$ cat src/shared/acrb_defs.vh
// acrb_defs.vh: register offsets, field positions, reset values and timing counts
// assumes inclusion by bare name from the register bank module
`ifndef ACRB_DEFS_VH
`define ACRB_DEFS_VH
`define ACRB_ADDR_CFG0        4'h0
`define ACRB_ADDR_CFG1        4'h1
`define ACRB_ADDR_CFG2        4'h2
`define ACRB_ADDR_OFS_LOW     4'h3
`define ACRB_ADDR_OFS_MID     4'h4
`define ACRB_ADDR_OFS_HIGH    4'h5
`define ACRB_ADDR_GAIN_LOW    4'h6
`define ACRB_ADDR_GAIN_MID    4'h7
`define ACRB_ADDR_GAIN_HIGH   4'h8
`define ACRB_LAST_ADDR        4'h8
`define ACRB_CMD_READ         4'h2
`define ACRB_CMD_WRITE        4'h4
`define ACRB_CMD_STOP_CONT    8'h11
`define ACRB_CMD_CONT         8'h10
`define ACRB_CMD_RESET_HI     7'h03
`define ACRB_CFG0_RST         8'h85
`define ACRB_CFG0_WMASK       8'h05
`define ACRB_CFG1_RST         8'h08
`define ACRB_CFG1_WMASK       8'hdf
`define ACRB_CFG2_RST         8'h00
`define ACRB_CFG2_WMASK       8'h37
`define ACRB_ZERO_RST         8'h00
`define ACRB_GAIN_HIGH_RST    8'h40
`define ACRB_TIMEOUT_CYCLES   17'h10000
`define ACRB_DELAY_BASE       13'h0040
`endif

$ cat src/rtl/acrb_register_bank.v
// acrb_register_bank.v: configuration and calibration register bank with serial command port
// assumes sclk, din, csN, startPin, resetPowerdownN, clkSourceExt are asynchronous pins;
// data-ready and the out-of-range bit arrive from the conversion datapath on sys_clk
//
// Overview of operation
// - config 0 bit 7 reads one, bit 6 zero; reserved bits read zero
// - identity bits 5-4 are fixed and writes leave them unchanged
// - reference bias enable at config 0 bit 2, resets to one
// - config 0 bit 0 enables timeout after 65536 clocks of low serial clock
// - flag bit puts out-of-range in result lsb and checksum bit 7
// - config 1 bit 6 appends a checksum byte to each readback
// - config 1 bit 4 picks first or second order sinc filter
// - config 1 bit 3 picks external reference, resets to one
// - start delay code: zero none, else 64 doubling up to 4096 clocks
// - config 2 bit 7 mirrors the data-ready pin, low means ready
// - config 2 bit 6 reports the clock source read-only
// - config 2 bit 5 enables sync clock output, else driven low
// - config 2 bit 4 selects gate or pulse conversion control
// - config 2 bits 2-0 select one of eight output data rates
// - offset word in addresses 3 to 5, lsb first, resets zero
// - gain word in addresses 6 to 8, top byte resets to 40h
// - data output released while chip select is high
// - ready bit, and data output when idle in continuous read mode, also signal result availability
// - read opcode 0010 rrrr, write 0100 rrrr, second byte count minus one
`timescale 1ns/1ps
`include "acrb_defs.vh"

module acrb_register_bank #(
    parameter [1:0]  IDENTITY_FIELD  = 2'h1,   // arbitrary value
    parameter [16:0] TIMEOUT_CYCLES  = `ACRB_TIMEOUT_CYCLES
) (
    input  wire        sys_clk,
    input  wire        rst,
    input  wire        csN,
    input  wire        sclk,
    input  wire        din,
    input  wire        startPin,
    input  wire        resetPowerdownN,
    input  wire        clkSourceExt,
    input  wire        resultReadyN,
    input  wire        outOfRange,
    output reg         doutO,
    output reg         doutOeN,
    output reg         syncClockOutput,
    output reg         refBiasEnable,
    output reg         timeoutEnable,
    output reg         flagEnable,
    output reg         sumByteEnable,
    output reg         filterOrderSelect,
    output reg         outsideRefSelect,
    output reg  [2:0]  startDelayCode,
    output reg  [12:0] startDelayCycles,
    output reg         pulseControl,
    output reg  [2:0]  outputRateCode,
    output reg  [23:0] offsetCorrectionWord,
    output reg  [23:0] gainCorrectionWord,
    output reg         startLevel,
    output reg         powerdown,
    output reg         continuousRead,
    output reg         spiTimeout
);

    localparam ST_OP1  = 2'h0;
    localparam ST_OP2  = 2'h1;
    localparam ST_DATA = 2'h2;

    // register storage, nine bytes
    reg  [7:0]  regs [0:8];

    // two-flop synchronisers for every pin
    reg  [5:0]  syncA;
    reg  [5:0]  syncB;
    reg         sclkPrev;
    reg  [2:0]  bitCount;
    reg  [7:0]  shiftIn;
    reg  [7:0]  shiftOut;
    reg  [1:0]  state;
    reg         isWrite;
    reg  [3:0]  addr;
    reg  [3:0]  remain;
    reg  [16:0] lowCount;
    reg  [1:0]  syncDiv;
    integer     i;

    wire        csNS   = syncB[0];
    wire        sclkS  = syncB[1];
    wire        dinS   = syncB[2];
    wire        sclkRise = sclkS & ~sclkPrev;
    wire        sclkFall = ~sclkS & sclkPrev;
    wire [7:0]  byteIn = {shiftIn[6:0], dinS};
    wire        byteDone = sclkFall & ~csNS & (bitCount == 3'h7);
    wire        cmdReset = (byteIn[7:1] == `ACRB_CMD_RESET_HI);

    // read view of a register: read-only bits come live or fixed
    function [7:0] read_view;
        input [3:0] a;
        begin
            case (a)
                `ACRB_ADDR_CFG0: read_view = {2'b10, IDENTITY_FIELD,
                                              regs[0][3:0] & 4'h5};
                `ACRB_ADDR_CFG2: read_view = {resultReadyN, syncB[5],
                                              regs[2][5:0] & 6'h37};
                default:         read_view = (a <= `ACRB_LAST_ADDR) ? regs[a] : 8'h00;
            endcase
        end
    endfunction

    // write mask per address keeps read-only and reserved bits untouched
    function [7:0] write_mask;
        input [3:0] a;
        begin
            case (a)
                `ACRB_ADDR_CFG0: write_mask = `ACRB_CFG0_WMASK;
                `ACRB_ADDR_CFG1: write_mask = `ACRB_CFG1_WMASK;
                `ACRB_ADDR_CFG2: write_mask = `ACRB_CFG2_WMASK;
                default:         write_mask = (a <= `ACRB_LAST_ADDR) ? 8'hff : 8'h00;
            endcase
        end
    endfunction

    // pins pass two flops; nothing but the second stage reads the first
    // reset values match the idle pin levels (deselected, power-down pin high) so that
    // no false power-down pulse or edge follows reset
    always @(posedge sys_clk or posedge rst) begin
        if (rst) begin
            syncA <= 6'h11;
            syncB <= 6'h11;
        end else begin
            syncA <= {clkSourceExt, resetPowerdownN, startPin, din, sclk, csN};
            syncB <= syncA;
        end
    end

    // serial engine, register file and command handling
    always @(posedge sys_clk or posedge rst) begin
        if (rst) begin
            regs[0]   <= `ACRB_CFG0_RST;
            regs[1]   <= `ACRB_CFG1_RST;
            regs[2]   <= `ACRB_CFG2_RST;
            for (i = 3; i < 8; i = i + 1)
                regs[i] <= `ACRB_ZERO_RST;
            regs[8]   <= `ACRB_GAIN_HIGH_RST;
            sclkPrev  <= 1'b0;
            bitCount  <= 3'h0;
            shiftIn   <= 8'h00;
            shiftOut  <= 8'h00;
            state     <= ST_OP1;
            isWrite   <= 1'b0;
            addr      <= 4'h0;
            remain    <= 4'h0;
            lowCount  <= 17'h00000;
            continuousRead <= 1'b1;
            spiTimeout <= 1'b0;
        end else begin
            sclkPrev   <= sclkS;
            spiTimeout <= 1'b0;
            // timeout counts clocks of low serial clock while selected
            if (sclkS | csNS)
                lowCount <= 17'h00000;
            else if (lowCount != TIMEOUT_CYCLES)
                lowCount <= lowCount + 17'h00001;
            if (csNS || (regs[0][0] && lowCount == TIMEOUT_CYCLES)) begin
                spiTimeout <= ~csNS;
                bitCount   <= 3'h0;
                state      <= ST_OP1;
                lowCount   <= 17'h00000;
            end else begin
                if (sclkFall) begin
                    shiftIn  <= byteIn;
                    bitCount <= bitCount + 3'h1;
                end
                // data shifts out on rising edges, msb first
                if (sclkRise && bitCount != 3'h0)
                    shiftOut <= {shiftOut[6:0], 1'b0};
                if (byteDone) begin
                    case (state)
                        ST_OP1: begin
                            if (byteIn == `ACRB_CMD_STOP_CONT)
                                continuousRead <= 1'b0;
                            else if (byteIn == `ACRB_CMD_CONT)
                                continuousRead <= 1'b1;
                            else if (cmdReset) begin
                                regs[0] <= `ACRB_CFG0_RST;
                                regs[1] <= `ACRB_CFG1_RST;
                                regs[2] <= `ACRB_CFG2_RST;
                                for (i = 3; i < 8; i = i + 1)
                                    regs[i] <= `ACRB_ZERO_RST;
                                regs[8] <= `ACRB_GAIN_HIGH_RST;
                            end else if (!continuousRead &&
                                         (byteIn[7:4] == `ACRB_CMD_READ ||
                                          byteIn[7:4] == `ACRB_CMD_WRITE)) begin
                                isWrite <= (byteIn[7:4] == `ACRB_CMD_WRITE);
                                addr    <= byteIn[3:0];
                                state   <= ST_OP2;
                            end
                        end
                        ST_OP2: begin
                            remain   <= byteIn[3:0];
                            shiftOut <= read_view(addr);
                            state    <= ST_DATA;
                        end
                        ST_DATA: begin
                            if (isWrite)
                                regs[addr] <= (regs[addr] & ~write_mask(addr)) |
                                              (byteIn & write_mask(addr));
                            shiftOut <= read_view(addr + 4'h1);
                            addr     <= addr + 4'h1;
                            remain   <= remain - 4'h1;
                            if (remain == 4'h0)
                                state <= ST_OP1;
                        end
                        default: state <= ST_OP1;
                    endcase
                end
            end
        end
    end

    // serial output: released when deselected, shows ready when idle in continuous mode
    always @(posedge sys_clk or posedge rst) begin
        if (rst) begin
            doutO   <= 1'b0;
            doutOeN <= 1'b1;
        end else begin
            doutOeN <= csNS;
            if (state == ST_DATA && !isWrite)
                doutO <= shiftOut[7];
            else
                doutO <= continuousRead ? resultReadyN : 1'b0;
        end
    end

    // sync clock: a divided enable, held low while disabled
    always @(posedge sys_clk or posedge rst) begin
        if (rst) begin
            syncDiv         <= 2'h0;
            syncClockOutput <= 1'b0;
        end else begin
            syncDiv <= syncDiv + 2'h1;
            if (!regs[2][5])
                syncClockOutput <= 1'b0;
            else if (syncDiv == 2'h3)
                syncClockOutput <= ~syncClockOutput;
        end
    end

    // decoded configuration fields toward the datapath
    always @(posedge sys_clk or posedge rst) begin
        if (rst) begin
            refBiasEnable        <= 1'b1;
            timeoutEnable        <= 1'b1;
            flagEnable           <= 1'b0;
            sumByteEnable        <= 1'b0;
            filterOrderSelect    <= 1'b0;
            outsideRefSelect     <= 1'b1;
            startDelayCode       <= 3'h0;
            startDelayCycles     <= 13'h0000;
            pulseControl         <= 1'b0;
            outputRateCode       <= 3'h0;
            offsetCorrectionWord <= 24'h000000;
            gainCorrectionWord   <= 24'h400000;
            startLevel           <= 1'b0;
            powerdown            <= 1'b0;
        end else begin
            refBiasEnable     <= regs[0][2];
            timeoutEnable     <= regs[0][0];
            flagEnable        <= regs[1][7] & outOfRange;
            sumByteEnable     <= regs[1][6];
            filterOrderSelect <= regs[1][4];
            outsideRefSelect  <= regs[1][3];
            startDelayCode    <= regs[1][2:0];
            startDelayCycles  <= (regs[1][2:0] == 3'h0) ? 13'h0000 :
                                 (`ACRB_DELAY_BASE << (regs[1][2:0] - 3'h1));
            pulseControl      <= regs[2][4];
            outputRateCode    <= regs[2][2:0];
            offsetCorrectionWord <= {regs[5], regs[4], regs[3]};
            gainCorrectionWord   <= {regs[8], regs[7], regs[6]};
            startLevel        <= syncB[3];
            powerdown         <= ~syncB[4];
        end
    end

endmodule // acrb_register_bank

$ cat config.mk
export PLATFORM = sky130hd
export DESIGN_NAME = acrb_register_bank
export DESIGN_NICKNAME = d
export VERILOG_FILES = /design/src/rtl/acrb_register_bank.v
export VERILOG_INCLUDE_DIRS = /design/src /design/src/shared
export SDC_FILE = /design/constraint.sdc
export NUM_CORES = 1
export LEC_CHECK = 0
export BUFFER_PORTS_ARGS = -buffer_cell sky130_fd_sc_hd__buf_2
export CAP_MARGIN = 40
export CORE_UTILIZATION = 54
export DETAILED_ROUTE_END_ITERATION = 7
export PLACE_DENSITY = 0.74
export SLEW_MARGIN = 20
export SYNTH_ARGS = -nofsm -noshare
export SYNTH_HDL_FRONTEND = slang
export SYNTH_SLANG_ARGS = --single-unit
$ cat constraint.sdc
create_clock -name sys_clk -period 7.9 [get_ports sys_clk]
set_clock_uncertainty 0.1 [all_clocks]
set_input_delay 2.37 -clock sys_clk [delete_from_list [all_inputs] [get_ports sys_clk]]
set_output_delay 2.37 -clock sys_clk [all_outputs]
set_load 0.05 [all_outputs]
==> results.md <==
- RSZ-0062 raised after global routing: no
- Period utilisation layout: 47.9%
- Worst-Margin Slew: 856 ps
- Avg WL per Cell: 22.2 µm
- Power Density: 210 nW/µm²
- Setup crit start kind: register
- Reg2reg end: shiftOut[1]
- Sink Count: 208
- CP required: 5430 ps
- Primary FF master, synth: dfrtp_1
- Reg2reg start: addr[0]
- Max-slew violation count: 0
- DP Wirelength: 17.2 mm
- Yosys cell types: 68
- Fraction of registers with async set/reset: 100%
- Finished Cell Area: 11100 µm²
- GP Congestion: 0.958
- Io pins: 91
- Number of global-route vias before repair: 7143
- Hold buffer count at cts: 0
- CTS tree: done
- CP startpoint: continuousRead
- # DRC: 0
- Root buffer cell: clkbuf_16
- Clk Latency, worst-skew pair: 510 ps
- Leak: 4.95 nW
- Core area: 17400 µm²
- Hold Violations, Final: 0
- MaxCap Viol Count: 0
- Synth Warn #: 0
- Number of detailed-route iterations in the first pass: 5
- Global-route wire length before repair: 40.8 mm
- Chip height: 136 µm
- Layout area overhead: 14.1%
- Die X: 136 µm
- Post-synth EDFFs: 0
- Starting Density: 55.7%
- WP buf/inv: 1
- Share of cells above drive strength 1: 22.0%
- Clk buf depth: 3
- Slack of the worst reg-to-reg path: 4250 ps
- Pin count of the biggest net entering global routing: 209
- Syn Std Cell Area: 9700 µm²
- Worst R2R Path Depth: 8
- Critical Path Slowest Stage Cell: dfstp_2
- Setup bufs post-CTS: 0
- Crit path to: continuousRead
- Setup TNS: 0 ps
- VDD IR max: 194 µV
- Largest delay share family, worst path: flip-flops
- CP Class: reg -> out
- Placed insts: 1122
- Vias per cell: 6.31
- Initial DRC Count: 724
- CP max stage delay: 550 ps
- Seq/Total Area, Yosys: 53.9%
- Relative slew margins: 42.9%
- Finished Layout Cells: 1164
- Initial antenna violation count: 0
- Stages on the worst setup path: 1
- Power Total: 0.00232 W
- Die ar.: 18500 µm²
- Total GRT Usage: 29.4%
- Worst Hold Class: reg -> reg
- Worst EP arrival: 1320 ps
- Row count: 48
- H-Tree Depth: 1
- PortBufs: 84
- CTS clk-pin slew, worst paths: 60 ps
- F_max: 264 MHz
- Setup crit end kind: primary output
- Setup violations, final: 0
- Crit path time final: 3790 ps
- DP Area: 10300 µm²
- Cts bufs inserted: 22
- Status: complete, no violations
- Drt total wl: 25.8 mm
- Syn_area_per_cell: 11.4 µm²
- FILL cells: 1370
- Post_cts resized: 0
- #FFs+latches synth: 208
- Routed Antenna Nets: 0
- Cell Chain, Critical Path: buf_2
- Gate Count Post-Synth: 850
- Crit-path max FO: 4
- GR Overflow Total: 0
- # nets final: 948
- Via count: 7346
-- registers in the layout, indices dropped and copies added, names as in the netlist, 2 cells and up --
| name | cells |
|---|---|
| addr | 4 |
| bitCount | 3 |
| gainCorrectionWord | 24 |
| lowCount | 17 |
| offsetCorrectionWord | 24 |
| outputRateCode | 3 |
| regs | 72 |
| remain | 4 |
| shiftIn | 7 |
| shiftOut | 8 |
| startDelayCode | 3 |
| startDelayCycles | 7 |
| state | 2 |
| syncA | 6 |
| syncB | 6 |
| syncDiv | 2 |
-- through the flow --
stage               hold slack [ps]  utilization, %  worst slack [ps]
finish                          246            63.5              4110
global route                    260            63.5              4080
CTS                             249            63.4              4100
detailed placement              235            59.0              4220
global placement                231            58.8              4250
floorplan                       231               -              2740
-- Yosys cell counts (9+ instances only) --
cell type	instances	area, µm²
a21oi_1	27	135
a22o_1	25	219
and3_1	19	119
buf_2	18	90.1
buf_4	12	90.1
clkbuf_1	22	82.6
dfrtp_1	193	4830
dfstp_2	15	394
ha_1	16	200
inv_1	22	82.6
mux2_2	18	203
mux2i_1	39	390
mux4_2	15	338
nand2_1	72	270
nand2b_1	9	56.3
nand3_1	35	175
nand4_1	17	106
nor2_1	52	195
o211ai_1	9	67.6
o21ai_0	20	100
o21ai_1	12	60.1
o22ai_1	9	56.3
o2bb2ai_1	35	307
xnor2_1	12	105
xor2_1	12	105
-- cells in the final DEF (no fill, tap or decap), types with 12 or more instances in the layout --
cell type	count
o21ai_1	12
a21oi_1	27
nor2_1	52
nand4_1	17
mux4_2	15
and3_1	19
clkbuf_16	22
xor2_1	12
a22o_1	25
mux2i_1	39
dfrtp_1	192
xnor2_1	12
mux2_2	18
o2bb2ai_1	35
o21ai_0	20
buf_2	85
dfstp_2	15
nand2_1	72
ha_1	15
nand3_1	35
inv_1	21
-- final cells by class --
type                    count  area [µm²]  share of cell area [%]
clock buffers              33         662                    5.98
diodes                      1        2.50                  0.0226
flip-flops and latches    208        5230                    47.2
clock inverters             7         100                   0.904
multi-input cells         572        4150                    37.5
inverters                  22        86.3                   0.780
well taps                 225         282                    2.54
repair buffers             96         561                    5.06
-- cell families (layout without fill, tap and decap cells) --
| group | Yosys count | after routing | synth area share [%] |
|---|---|---|---|
| AOI/OAI and AO/OA | 196 | 196 | 15.0 |
| xor gates and xnor gates | 25 | 25 | 2.33 |
| adders and majority gates | 16 | 16 | 2.06 |
| buffers and inverters | 75 | 158 | 3.60 |
| DFF | 208 | 208 | 53.9 |
| muxes | 73 | 73 | 9.71 |
| other | 1 | 7 | 0.0387 |
| and+or+nand+nor | 256 | 256 | 13.4 |
-- per-layer routing --
layer	wire length, µm	global-route usage, %	share of wire, %
met4	1050	13.1	4.1
met2	11200	42.4	43
met1	11100	42.2	43
met5	0	0	0
met3	2420	6.79	9.4
-- how the worst min path moves through the flow --
stage,endpoint,slack (ps),cells past startpoint,from
3_5_place_dp,startLevel,230,0,syncB[3]
6_report,startLevel,250,0,syncB[3]
4_1_cts,startLevel,250,0,syncB[3]
3_3_place_gp,syncB[5],230,0,syncA[5]
5_1_grt,syncB[1],260,0,syncA[1]
2_1_floorplan,startLevel,230,0,syncB[3]
-- where the power goes --
group          internal [W]  switching, W  leakage [nW]
clock              0.000646      0.000413         0.378
sequential          0.00110     0.0000453          2.80
combinational     0.0000471     0.0000677          1.77
total               0.00179      0.000526          4.95
Note: power is estimated with default switching activity, not from simulation.
